### config.mk
export PLATFORM = sky130hd
export DESIGN_NAME = xbm_bus_master
export DESIGN_NICKNAME = d
export VERILOG_FILES = /design/src/shared/xbm_pkg.sv /design/src/logic/xbm_pin_sync.sv /design/src/logic/xbm_bus_master.sv
export VERILOG_INCLUDE_DIRS = /design/src /design/src/shared
export SDC_FILE = /design/constraint.sdc
export NUM_CORES = 1
export LEC_CHECK = 0
export CAP_MARGIN = 40
export CORE_MARGIN = 10
export CORE_UTILIZATION = 59
export DETAILED_ROUTE_END_ITERATION = 12
export DONT_BUFFER_PORTS = 1
export PLACE_DENSITY = 0.75
export SYNTH_ARGS = -nofsm -noshare
export SYNTH_HDL_FRONTEND = slang
export SYNTH_SLANG_ARGS = --single-unit
export TNS_END_PERCENT = 1
### constraint.sdc
create_clock -name clk_i -period 11.2 [get_ports clk_i]
set_input_delay 1.68 -clock clk_i [delete_from_list [all_inputs] [get_ports clk_i]]
set_output_delay 1.68 -clock clk_i [all_outputs]
set_load 0.05 [all_outputs]
### src/shared/xbm_params.svh
// Constants for the external memory bus master
// How it works
// - Address pins carry low-order internal address bits
// - Multiplexed mode shares the lower 16 address lines with data
// - Burst pending high while another beat follows
// - One of four bank selects marks target
// - Output enable only for bank-select read accesses
// - Data lines: device drives non-multiplexed writes, memory reads
// - Read/write indicator driven for every transaction
`ifndef XBM_PARAMS_SVH
`define XBM_PARAMS_SVH
`define XBM_ADDR_PINS 22
`define XBM_DATA_W 32
`define XBM_MUX_W 16
`define XBM_BANKS 4
`define XBM_CLK_PERIOD_NS 5
`define XBM_ACCESS_NS 20
`define XBM_WAIT_CYCLES ((`XBM_ACCESS_NS + `XBM_CLK_PERIOD_NS - 1) / `XBM_CLK_PERIOD_NS)
`define XBM_STEP_32 22'h000004
`define XBM_STEP_16 22'h000002
`define XBM_RD_LEVEL 1'b1
`define XBM_WR_LEVEL 1'b0
`define XBM_ASSERT_N 1'b0
`define XBM_NEGATE_N 1'b1
`endif

### src/shared/xbm_pkg.sv
// Types for the external memory bus master
package xbm_pkg;
  typedef struct packed {
    logic [31:0] addr;
    logic write;
    logic [1:0] bank;
    logic [1:0] beats;
  } xbm_req_t;

  typedef struct packed {
    logic [31:0] data;
    logic last;
  } xbm_rd_t;

  typedef enum logic [2:0] {
    XBM_IDLE,
    XBM_ADDR,
    XBM_BEAT,
    XBM_END
  } xbm_state_t;
endpackage : xbm_pkg

### src/logic/xbm_pin_sync.sv
// Three-stage synchroniser for bus pins
`timescale 1ns/1ps
module xbm_pin_sync #(
  parameter int W = 32
) (
  input wire logic clk_i,
  input wire logic rst_i,
  input wire logic [W-1:0] pin_i,
  output logic [W-1:0] s2_o,
  output logic [W-1:0] s3_o
);
  logic [W-1:0] s1;

  always_ff @(posedge clk_i or posedge rst_i)
  begin
    if (rst_i)
    begin
      s1 <= '0;
      s2_o <= '0;
      s3_o <= '0;
    end
    else
    begin
      s1 <= pin_i;
      s2_o <= s1;
      s3_o <= s2_o;
    end
  end
endmodule : xbm_pin_sync

### src/logic/xbm_bus_master.sv
// External memory bus master: pin sequencing for banked memory
`timescale 1ns/1ps
`include "xbm_params.svh"
module xbm_bus_master #(
  parameter int WAIT_CYCLES = `XBM_WAIT_CYCLES
) (
  input wire logic clk_i,
  input wire logic rst_i,
  input wire logic req_valid_i,
  input wire xbm_pkg::xbm_req_t req_i,
  input wire logic mux_mode_i,
  output logic req_ready_o,
  input wire logic [`XBM_DATA_W-1:0] wdata_i,
  output logic wdata_take_o,
  output xbm_pkg::xbm_rd_t rd_o,
  output logic rd_valid_o,
  output logic done_o,
  output logic [`XBM_ADDR_PINS-1:0] addr_o,
  input wire logic [`XBM_ADDR_PINS-1:0] addr_i,
  output logic addr_oe_n_o,
  output logic [`XBM_DATA_W-1:0] data_o,
  input wire logic [`XBM_DATA_W-1:0] data_i,
  output logic data_oe_n_o,
  output logic ale_o,
  output logic burst_beat_pending_o,
  output logic [`XBM_BANKS-1:0] cs_n_o,
  output logic oe_n_o,
  output logic rd_wr_o
);
  ////////////////////////////////////////////////////////////////////////////
  // Declarations
  xbm_pkg::xbm_state_t state;
  xbm_pkg::xbm_state_t next_state;
  logic [7:0] cnt;
  logic [1:0] beats_left;
  logic [`XBM_ADDR_PINS-1:0] cur_addr;
  logic is_write;
  logic is_mux;
  logic [1:0] bank;
  logic [`XBM_DATA_W-1:0] d_s2;
  logic [`XBM_DATA_W-1:0] d_s3;
  logic [`XBM_ADDR_PINS-1:0] a_s2;
  logic [`XBM_ADDR_PINS-1:0] a_s3;
  logic take;
  logic stable;
  logic beat_end;
  logic [`XBM_DATA_W-1:0] rd_word;
  logic [`XBM_ADDR_PINS-1:0] step;
  logic [`XBM_DATA_W-1:0] wbeat;

  ////////////////////////////////////////////////////////////////////////////
  // Pin input synchronisers
  xbm_pin_sync #(.W(`XBM_DATA_W)) u_dsync (
    .clk_i(clk_i),
    .rst_i(rst_i),
    .pin_i(data_i),
    .s2_o(d_s2),
    .s3_o(d_s3)
  );

  xbm_pin_sync #(.W(`XBM_ADDR_PINS)) u_async (
    .clk_i(clk_i),
    .rst_i(rst_i),
    .pin_i(addr_i),
    .s2_o(a_s2),
    .s3_o(a_s3)
  );

  ////////////////////////////////////////////////////////////////////////////
  // Sequencing
  assign take = (state == xbm_pkg::XBM_IDLE) && req_valid_i;
  assign stable = is_mux ? (a_s2[`XBM_MUX_W-1:0] == a_s3[`XBM_MUX_W-1:0]) : (d_s2 == d_s3);
  assign beat_end = (state == xbm_pkg::XBM_BEAT) && (cnt == 8'h00) && (is_write || stable);
  assign rd_word = is_mux ? {16'h0000, a_s3[`XBM_MUX_W-1:0]} : d_s3;
  assign step = is_mux ? `XBM_STEP_16 : `XBM_STEP_32;

  always_comb
  begin
    next_state = state;
    unique case (state)
      xbm_pkg::XBM_IDLE:
      begin
        if (req_valid_i)
          next_state = mux_mode_i ? xbm_pkg::XBM_ADDR : xbm_pkg::XBM_BEAT;
      end
      xbm_pkg::XBM_ADDR:
        next_state = xbm_pkg::XBM_BEAT;
      xbm_pkg::XBM_BEAT:
      begin
        if (beat_end)
        begin
          if (beats_left != 2'h0)
            next_state = is_mux ? xbm_pkg::XBM_ADDR : xbm_pkg::XBM_BEAT;
          else
            next_state = xbm_pkg::XBM_END;
        end
      end
      xbm_pkg::XBM_END:
        next_state = xbm_pkg::XBM_IDLE;
    endcase
  end

  always_ff @(posedge clk_i or posedge rst_i)
  begin
    if (rst_i)
      state <= xbm_pkg::XBM_IDLE;
    else
      state <= next_state;
  end

  // Wait-state counter, reloaded at every beat start
  always_ff @(posedge clk_i or posedge rst_i)
  begin
    if (rst_i)
      cnt <= 8'h00;
    else if (next_state == xbm_pkg::XBM_BEAT && (state != xbm_pkg::XBM_BEAT || beat_end))
      cnt <= 8'(WAIT_CYCLES - 1);
    else if (state == xbm_pkg::XBM_BEAT && cnt != 8'h00)
      cnt <= cnt - 8'h01;
  end

  // Transaction context
  always_ff @(posedge clk_i or posedge rst_i)
  begin
    if (rst_i)
    begin
      beats_left <= 2'h0;
      cur_addr <= '0;
      is_write <= 1'b0;
      is_mux <= 1'b0;
      bank <= 2'h0;
    end
    else if (take)
    begin
      beats_left <= req_i.beats;
      cur_addr <= req_i.addr[`XBM_ADDR_PINS-1:0];
      is_write <= req_i.write;
      is_mux <= mux_mode_i;
      bank <= req_i.bank;
    end
    else if (beat_end && beats_left != 2'h0)
    begin
      beats_left <= beats_left - 2'h1;
      cur_addr <= cur_addr + step;
    end
  end

  // Write data fetched at each write beat start
  assign wbeat = wdata_i;

  always_ff @(posedge clk_i or posedge rst_i)
  begin
    if (rst_i)
      wdata_take_o <= 1'b0;
    else
      wdata_take_o <= (state == xbm_pkg::XBM_IDLE ? req_i.write : is_write)
        && next_state == xbm_pkg::XBM_BEAT && (state != xbm_pkg::XBM_BEAT || beat_end);
  end

  ////////////////////////////////////////////////////////////////////////////
  // Bus pins
  always_ff @(posedge clk_i or posedge rst_i)
  begin
    if (rst_i)
    begin
      addr_o <= '0;
      addr_oe_n_o <= `XBM_NEGATE_N;
      ale_o <= 1'b0;
    end
    else if (next_state == xbm_pkg::XBM_ADDR)
    begin
      addr_o <= (state == xbm_pkg::XBM_IDLE) ? req_i.addr[`XBM_ADDR_PINS-1:0]
        : cur_addr + step;
      addr_oe_n_o <= `XBM_ASSERT_N;
      ale_o <= 1'b1;
    end
    else if (next_state == xbm_pkg::XBM_BEAT)
    begin
      ale_o <= 1'b0;
      if (state == xbm_pkg::XBM_IDLE)
      begin
        addr_o <= req_i.addr[`XBM_ADDR_PINS-1:0];
        addr_oe_n_o <= `XBM_ASSERT_N;
      end
      else if (beat_end && !is_mux)
        addr_o <= cur_addr + step;
      if (is_mux && state == xbm_pkg::XBM_ADDR)
      begin
        addr_oe_n_o <= is_write ? `XBM_ASSERT_N : `XBM_NEGATE_N;
        if (is_write)
          addr_o[`XBM_MUX_W-1:0] <= wbeat[`XBM_MUX_W-1:0];
      end
    end
    else
    begin
      ale_o <= 1'b0;
      addr_oe_n_o <= `XBM_NEGATE_N;
    end
  end

  // Data lines driven only for non-multiplexed writes
  always_ff @(posedge clk_i or posedge rst_i)
  begin
    if (rst_i)
    begin
      data_o <= '0;
      data_oe_n_o <= `XBM_NEGATE_N;
    end
    else if (next_state == xbm_pkg::XBM_BEAT && (state != xbm_pkg::XBM_BEAT || beat_end))
    begin
      data_o <= wbeat;
      data_oe_n_o <= ((state == xbm_pkg::XBM_IDLE ? req_i.write : is_write)
        && !(state == xbm_pkg::XBM_IDLE ? mux_mode_i : is_mux))
        ? `XBM_ASSERT_N : `XBM_NEGATE_N;
    end
    else if (next_state != xbm_pkg::XBM_BEAT)
      data_oe_n_o <= `XBM_NEGATE_N;
  end

  // Bank select, output enable, direction, burst pending
  always_ff @(posedge clk_i or posedge rst_i)
  begin
    if (rst_i)
    begin
      cs_n_o <= {`XBM_BANKS{`XBM_NEGATE_N}};
      oe_n_o <= `XBM_NEGATE_N;
      rd_wr_o <= `XBM_RD_LEVEL;
      burst_beat_pending_o <= 1'b0;
    end
    else if (take)
    begin
      cs_n_o <= ~(4'h1 << req_i.bank);
      oe_n_o <= (!req_i.write && !mux_mode_i) ? `XBM_ASSERT_N : `XBM_NEGATE_N;
      rd_wr_o <= req_i.write ? `XBM_WR_LEVEL : `XBM_RD_LEVEL;
      burst_beat_pending_o <= req_i.beats != 2'h0;
    end
    else
    begin
      if (state == xbm_pkg::XBM_ADDR)
        oe_n_o <= is_write ? `XBM_NEGATE_N : `XBM_ASSERT_N;
      else if (next_state == xbm_pkg::XBM_ADDR)
        oe_n_o <= `XBM_NEGATE_N;
      // Pending follows every beat end, also those that reopen an address phase
      if (beat_end)
      begin
        burst_beat_pending_o <= beats_left > 2'h1;
        if (beats_left == 2'h0)
        begin
          cs_n_o <= {`XBM_BANKS{`XBM_NEGATE_N}};
          oe_n_o <= `XBM_NEGATE_N;
        end
      end
    end
  end

  ////////////////////////////////////////////////////////////////////////////
  // User side
  always_ff @(posedge clk_i or posedge rst_i)
  begin
    if (rst_i)
    begin
      rd_o <= '0;
      rd_valid_o <= 1'b0;
      done_o <= 1'b0;
      req_ready_o <= 1'b0;
    end
    else
    begin
      rd_valid_o <= beat_end && !is_write;
      if (beat_end && !is_write)
      begin
        rd_o.data <= rd_word;
        rd_o.last <= beats_left == 2'h0;
      end
      done_o <= state == xbm_pkg::XBM_END;
      req_ready_o <= next_state == xbm_pkg::XBM_IDLE && !take;
    end
  end
endmodule : xbm_bus_master

==> results by group, run 1 <==
Timing
  • Setup Viol. Count Final: 0
  • Clock Skew: 0.0126 ns
  • Final worst-path cycle share: 0.308
  • Pins Over Slew Limit: 0
  • FMAX: 290 MHz
  • RSZ-0062 raised after global routing: no
  • Sum Neg Setup Slack: 0 ns
  • Tmin final: 3.45 ns
  • Worst-margin pin slew: 0.883 ns
  • Final Hold Viols: 0
  • Relative slew slack: 0.409

Synth
  • Area share of fa/ha/maj cells after synthesis: 0.00850
  • Register area share after synthesis: 0.632
  • Synth Area in Compound Gates: 0.102
  • Post-synth EDFFs: 0
  • Mapped Area: 11200 sq um
  • Fraction of the mapped netlist area in simple logic gates: 0.101
  • Mux share of post-synthesis cell area: 0.0700
  • Post-synthesis cell count: 929
  • Syn_nets: 1063
  • Ys async rst share: 1.00
  • FF+latch count, synth: 282
  • Synth Area in XOR/XNOR: 0.0611
  • Synth Warn #: 0
  • Synth Flop Type: dfrtp_1
  • Distinct cells, synth: 69
  • Largest family of logic cells by synthesized area: compound AO/OA/AOI/OAI gates
  • Syn avg cell area: 12.0 sq um

Power and ir drop
  • Leakage: 0.00540 uW
  • Peak supply drop: 0.227 mV
  • Power density cells: 325 nW/um^2

GRT
  • Largest net degree at the start of global routing: 125
  • Initial antenna violation count: 4
  • Total GRT Usage: 0.204
  • Gr ovfl total: 0
  • Vias in the first global route: 7273
  • First-pass GRT wire length: 40100 microns

Floorplan
  • Row Count: 50
  • Core box area: 18700 sq um
  • Initial cell density of the core: 0.598
  • Die Span X: 158 microns
  • # IOs: 228
  • Vert. Die Dim: 158 microns
  • Die area: 24900 sq um

Setup path
  • Reg2reg end: addr_o[2]$_DFFE_PP0P_
  • Required @ worst endpoint: 11.61 ns
  • Crit path capture type: register
  • Arr. time, crit path: 3.86 ns
  • Worst Reg-to-Reg Cells: 9
  • Kind of critical path: reg -> reg
  • Worst R2R Start: u_dsync.s2_o[2]$_DFF_PP0_
  • Worst-path maximum fanout: 9
  • Flop-to-flop setup slack: 7.75 ns
  • Worst Setup Start Kind: register

Routing
  • Routed wire per std cell: 21.6 microns
  • Routed vias: 7060
  • DRC: 0
  • Total Wirelength: 25700 microns
  • Post-DRT Antenna Nets: 0
  • Via density: 5.94
  • Iteration-0 DRC count of the detailed router: 535
  • Detailed Routing Iterations Pass 1: 5

Hold path
  • Hold Path Sink: u_dsync.s2_o[1]$_DFF_PP0_
  • Hold Crit Class: reg -> reg
  • WHS Path Cells: 0
  • Hold path start: u_dsync.s1[1]$_DFF_PP0_

Clock network
  • CTS sink cnt: 282
  • Post_cts resized: 0
  • Htree depth: 1
  • Setup Buffers After CTS: 0
  • Clk buf depth: 3
  • Skew-Pair Late Insertion Delay: 0.54 ns
  • Reg clk slew, reported paths: 0.06 ns
  • CTS Buf Count: 27
  • CTS Root Cell: clkbuf_16
  • Number of hold buffers added after CTS: 0
  • CTS tree: yes

Layout
  • Area Overhead vs Synth: 11.9%
  • Filler instances: 1335
  • Layout Nets: 1065
  • Core Util, Final: 0.669
  • Fraction of final layout cells with drive strength greater than 1: 0.137
  • Most common cell after layout, fill and taps aside: dfrtp_1
  • Commonest non-fill, non-tap cells in the layout: 274 x dfrtp_1, 125 x nand2_1, 57 x o21ai_0, 56 x xnor2_1, 54 x nor2_1

Placed design
  • GPL Wtd Cong: 0.866
  • Placed wire-length estimate: 18200 microns
  • IO Port Bufs: 0

Flow run
  • MaxCap Viol Count: 0

Outcome
  • Status: complete, no violations
## how the worst max path moves through the flow
stage,from,end,cells past startpoint
after floorplan,rst_i,addr_o[0]$_DFFE_PP0P_,1
after global placement,req_valid_i,addr_o[15]$_DFFE_PP0P_,10
after detailed placement,req_valid_i,addr_o[15]$_DFFE_PP0P_,10
after CTS,u_dsync.s2_o[2]$_DFF_PP0_,addr_o[2]$_DFFE_PP0P_,9
after global routing,u_dsync.s2_o[2]$_DFF_PP0_,addr_o[2]$_DFFE_PP0P_,9
final,u_dsync.s2_o[2]$_DFF_PP0_,addr_o[2]$_DFFE_PP0P_,9
## layout make-up
cell class              instances  area [sq um]  area share
diodes                          3          7.51    0.000600
repair buffers                 16           211      0.0169
flip-flops and latches        282          7070       0.565
clock inverters                15           249      0.0199
well taps                     234           293      0.0234
clock buffers                  35           756      0.0604
inverters                      21          86.3     0.00690
multi-input cells             583          3850       0.307
## sequential cells by signal, summed over array words and instances (netlist names), 22 cells and up
signal / count
addr_o: 22
cur_addr: 22
data_o: 32
rd_o: 33
u_dsync.s1: 32
u_dsync.s2_o: 32
u_dsync.s3_o: 32
## synth_stat cells, types with 3 or more instances
| cell type | count | share of area |
|---|---|---|
| a31oi_1 | 5 | 0.0028 |
| o32a_1 | 3 | 0.0027 |
| buf_2 | 10 | 0.0045 |
| xor2_1 | 22 | 0.017 |
| nor2_1 | 54 | 0.018 |
| o221ai_1 | 3 | 0.0023 |
| and3_1 | 8 | 0.0045 |
| a211oi_1 | 6 | 0.0040 |
| nand2_1 | 126 | 0.042 |
| ha_1 | 6 | 0.0067 |
| clkbuf_1 | 26 | 0.0087 |
| nor4_1 | 4 | 0.0022 |
| mux2_2 | 42 | 0.042 |
| nand2b_1 | 5 | 0.0028 |
| dfrtp_1 | 274 | 0.61 |
| dfstp_2 | 8 | 0.019 |
| a21oi_1 | 31 | 0.014 |
| o211ai_1 | 10 | 0.0067 |
| o22ai_1 | 14 | 0.0078 |
| nand4_1 | 12 | 0.0067 |
| or3_1 | 3 | 0.0017 |
| and2_1 | 4 | 0.0022 |
| a21o_1 | 3 | 0.0020 |
| mux2i_1 | 31 | 0.028 |
| a221o_1 | 11 | 0.0098 |
| inv_1 | 20 | 0.0067 |
| nor3_1 | 13 | 0.0058 |
| o21a_1 | 3 | 0.0020 |
| o21ai_0 | 57 | 0.025 |
| xnor2_1 | 56 | 0.044 |
| nand3_1 | 13 | 0.0058 |
## routing by layer
metal | wire length, microns | up-vias | GRT usage
li1 | - | 3216 | -
met1 | 10400 | 3532 | 0.266
met2 | 12200 | 280 | 0.318
met3 | 2650 | 30 | 0.0665
met4 | 425 | 2 | 0.0619
met5 | 13 | - | 0
## report_power, final
part	switching (uW)	internal, uW
clock network	383	618
logic	513	434
registers	834	1280
## kinds of logic (layout without fill, tap and decap cells)
group                    count (synthesis)  after routing
AO/OA/AOI/OAI                          172            172
multiplexers                            73             73
XOR/XNOR                                78             78
buffers and inverters                   64             87
flip-flops                             282            282
adder cells (fa/ha/maj)                  7              7
AND/OR/NAND/NOR                        253            253
other                                    0              3
## critical path, stage by stage (launching register included)
cell	delay (ns)
dfrtp_1	0.39
xnor2_1	0.20
nand4_1	0.24
nor4_1	0.56
nand3_2	0.29
a211oi_4	0.67
buf_6	0.24
mux2_2	0.34
a221oi_1	0.27
a211oi_1	0.11
## per-stage QoR
| step | power, uW | hold WS, ns | instance area [sq um] | setup WS, ns | std cells |
|---|---|---|---|---|---|
| 2_1_floorplan | 2810 | 0.331 | 11200 | 1.75 | 929 |
| 5_1_grt | 4280 | 0.353 | 12500 | 7.40 | 1189 |
| 3_3_place_gp | 3020 | 0.331 | 11400 | 7.53 | 1128 |
| 3_5_place_dp | 3080 | 0.335 | 11500 | 7.52 | 1136 |
| 4_1_cts | 4090 | 0.348 | 12500 | 7.76 | 1186 |
| 6_report | 4060 | 0.341 | 12500 | 7.75 | 1189 |
Note: power is estimated with default switching activity, not from simulation.
==> inputs of run 2 (changes only) <==
clock period = 3.5 ns   (was 11.2 ns; I/O delays follow)
==> run 2 against run 1 <==
  * Wire length rose by 4.3%
  * Fmax rose by 3.9%
  * Combinational power rose to 3.3 times the previous value
  * Clock skew rose by 0.0016 ns
  * Worst setup slack got worse by 7.6 ns
  * Die area did not move
  * Critical path depth rose by 1
  * Highest routed layer is now met4
  * First-iteration DRC count rose by 21%
  * Cell count rose by 3.3%
==> results by group, run 2 (same netlist as run 1, synthesis figures left out) <==
Outcome
  • Status: complete, no violations

Clock network
  • Skew-Pair Late Insertion Delay: 0.54 ns
  • CTS Buf Count: 27
  • Post_cts resized: 0
  • CTS sink cnt: 282
  • Htree depth: 1
  • CTS tree: yes
  • CTS Root Cell: clkbuf_16
  • Clk buf depth: 3
  • Reg clk slew, reported paths: 0.07 ns

Hold path
  • Hold Crit Class: in -> async

Placed design
  • Worst slack at placement: 0.230 ns
  • IO Port Bufs: 0
  • GPL Wtd Cong: 0.902
  • Placed wire-length estimate: 18400 microns

Routing
  • Total Wirelength: 26800 microns
  • Routed wire per std cell: 21.9 microns
  • DRC: 0
  • Via density: 5.89
  • Iteration-0 DRC count of the detailed router: 646
  • Routed vias: 7228
  • Post-DRT Antenna Nets: 0
  • Detailed Routing Iterations Pass 1: 6

GRT
  • Largest net degree at the start of global routing: 72
  • First-pass GRT wire length: 41800 microns
  • Initial antenna violation count: 0
  • Gr ovfl total: 0
  • Vias in the first global route: 7454
  • Total GRT Usage: 0.213

Layout
  • Most common cell after layout, fill and taps aside: dfrtp_1
  • Fraction of final layout cells with drive strength greater than 1: 0.140
  • Filler instances: 1278
  • Layout Nets: 1106
  • Number of flip-flops in the largest register: 33
  • Commonest non-fill, non-tap cells in the layout: 274 x dfrtp_1, 125 x nand2_1, 57 x o21ai_0, 56 x xnor2_1, 54 x nor2_1
  • Core Util, Final: 0.688
  • Area Overhead vs Synth: 15.1%
  • Reg with most FFs: rd_o

Power and ir drop
  • NetSw: 5560 uW
  • Peak supply drop: 0.738 mV
  • Power density cells: 1020 nW/um^2
  • Sequential share of power: 0.516
  • Pwr Total: 13100 uW
  • Leakage: 0.00556 uW
  • Clock power share: 0.250
  • Pint: 7580 uW
  • Combinational share of power: 0.234
  • Sw frac: 0.423

Timing
  • Clock Skew: 0.0142 ns
  • Final worst-path cycle share: 0.949
  • RSZ-0062 raised after global routing: no
  • Worst-margin pin slew: 0.906 ns
  • Setup Viol. Count Final: 0
  • Final Hold Viols: 0
  • Tmin final: 3.32 ns
  • Final WS setup: 0.179 ns
  • Pins Over Slew Limit: 0
  • FMAX: 301 MHz
  • Relative slew slack: 0.394

Setup path
  • Kind of critical path: reg -> reg
  • Worst-path maximum fanout: 13
  • Required @ worst endpoint: 3.91 ns
  • Flop-to-flop setup slack: 0.18 ns
  • Reg2reg end: addr_o[12]$_DFFE_PP0P_
  • Worst R2R Start: u_dsync.s2_o[2]$_DFF_PP0_
  • Worst Reg-to-Reg Cells: 10
  • Arr. time, crit path: 3.73 ns
  • Worst Setup Start Kind: register
  • Crit path capture type: register

Floorplan
  • Initial cell density of the core: 0.598
  • Row Count: 50
  • Die area: 24900 sq um
  • Die Span X: 158 microns
  • Vert. Die Dim: 158 microns
  • Core box area: 18700 sq um
  • # IOs: 228

Flow run
  • MaxCap Viol Count: 0
[run 2: cell count changes in the layout (fill, tap and decap cells not counted), moves of 2 or more]
cell / before / now
buf_12: 0 / 3
buf_16: 4 / 0
buf_4: 9 / 20
buf_6: 3 / 0
diode_2: 3 / 1
dlygate4sd3_1: 0 / 33
[run 2: through the flow]
step	hold WS, ns	cell area, sq um	setup TNS, ns	std cells
finish	0.000779	12900	0	1228
global route	0.00619	12900	0	1227
global placement	0.331	11500	0	1143
detailed placement	0.335	11500	0	1144
floorplan	0.331	11200	-206.53	929
CTS	0.000210	12900	0	1226
[run 2: layout make-up]
type | count | area, sq um | share of cell area
tap | 234 | 293 | 0.0227
inverter | 21 | 82.6 | 0.00642
antenna | 1 | 2.50 | 0.000194
sequential | 282 | 7070 | 0.549
timing repair buffer | 57 | 556 | 0.0432
multi-input combinational | 583 | 3850 | 0.299
clock buffer | 35 | 766 | 0.0595
clock inverter | 15 | 259 | 0.0201
[run 2: metal layers]
layer	track usage	part of all wire	wire [microns]
met1	0.275	0.40	10900
met2	0.340	0.47	12600
met3	0.0703	0.10	2690
met4	0.0548	0.024	654
met5	0	0	0
[run 2: critical path: stages, from the launching register on]
cell,delay (ns)
dfrtp_1,0.39
xnor2_1,0.18
nand4_1,0.21
nor4_1,0.59
nand3_2,0.29
a21oi_4,0.36
o21ai_1,0.13
buf_4,0.18
inv_2,0.26
nor2_2,0.21
a221o_1,0.39
[run 2: repair_timing]
action | CTS | global route
buffers inserted | 0 | 0
hold buffers | 32 | 1
hold endpoints to repair | 32 | 1
[run 2: power by group through the flow]
stage          Combinational, uW  Clock [uW]  Sequential (uW)
3_3_place_gp                2900           0             6820
4_1_cts                     3070        3330             6800
5_1_grt                     3430        3470             6900
3_5_place_dp                3000           0             6850
6_report                    3080        3280             6780
2_1_floorplan               2460           0             6520
[run 2: worst max-delay path by stage]
stage / slack, ns / to / startpoint
floorplan: -0.75 / addr_o[0]$_DFFE_PP0P_ / rst_i
global placement: 0.37 / addr_o[12]$_DFFE_PP0P_ / u_dsync.s2_o[2]$_DFF_PP0_
detailed placement: 0.23 / addr_o[4]$_DFFE_PP0P_ / u_dsync.s2_o[2]$_DFF_PP0_
CTS: 0.19 / addr_o[4]$_DFFE_PP0P_ / u_dsync.s2_o[2]$_DFF_PP0_
global route: 0.01 / addr_o[5]$_DFFE_PP0P_ / u_dsync.s2_o[2]$_DFF_PP0_
finish: 0.18 / addr_o[12]$_DFFE_PP0P_ / u_dsync.s2_o[2]$_DFF_PP0_
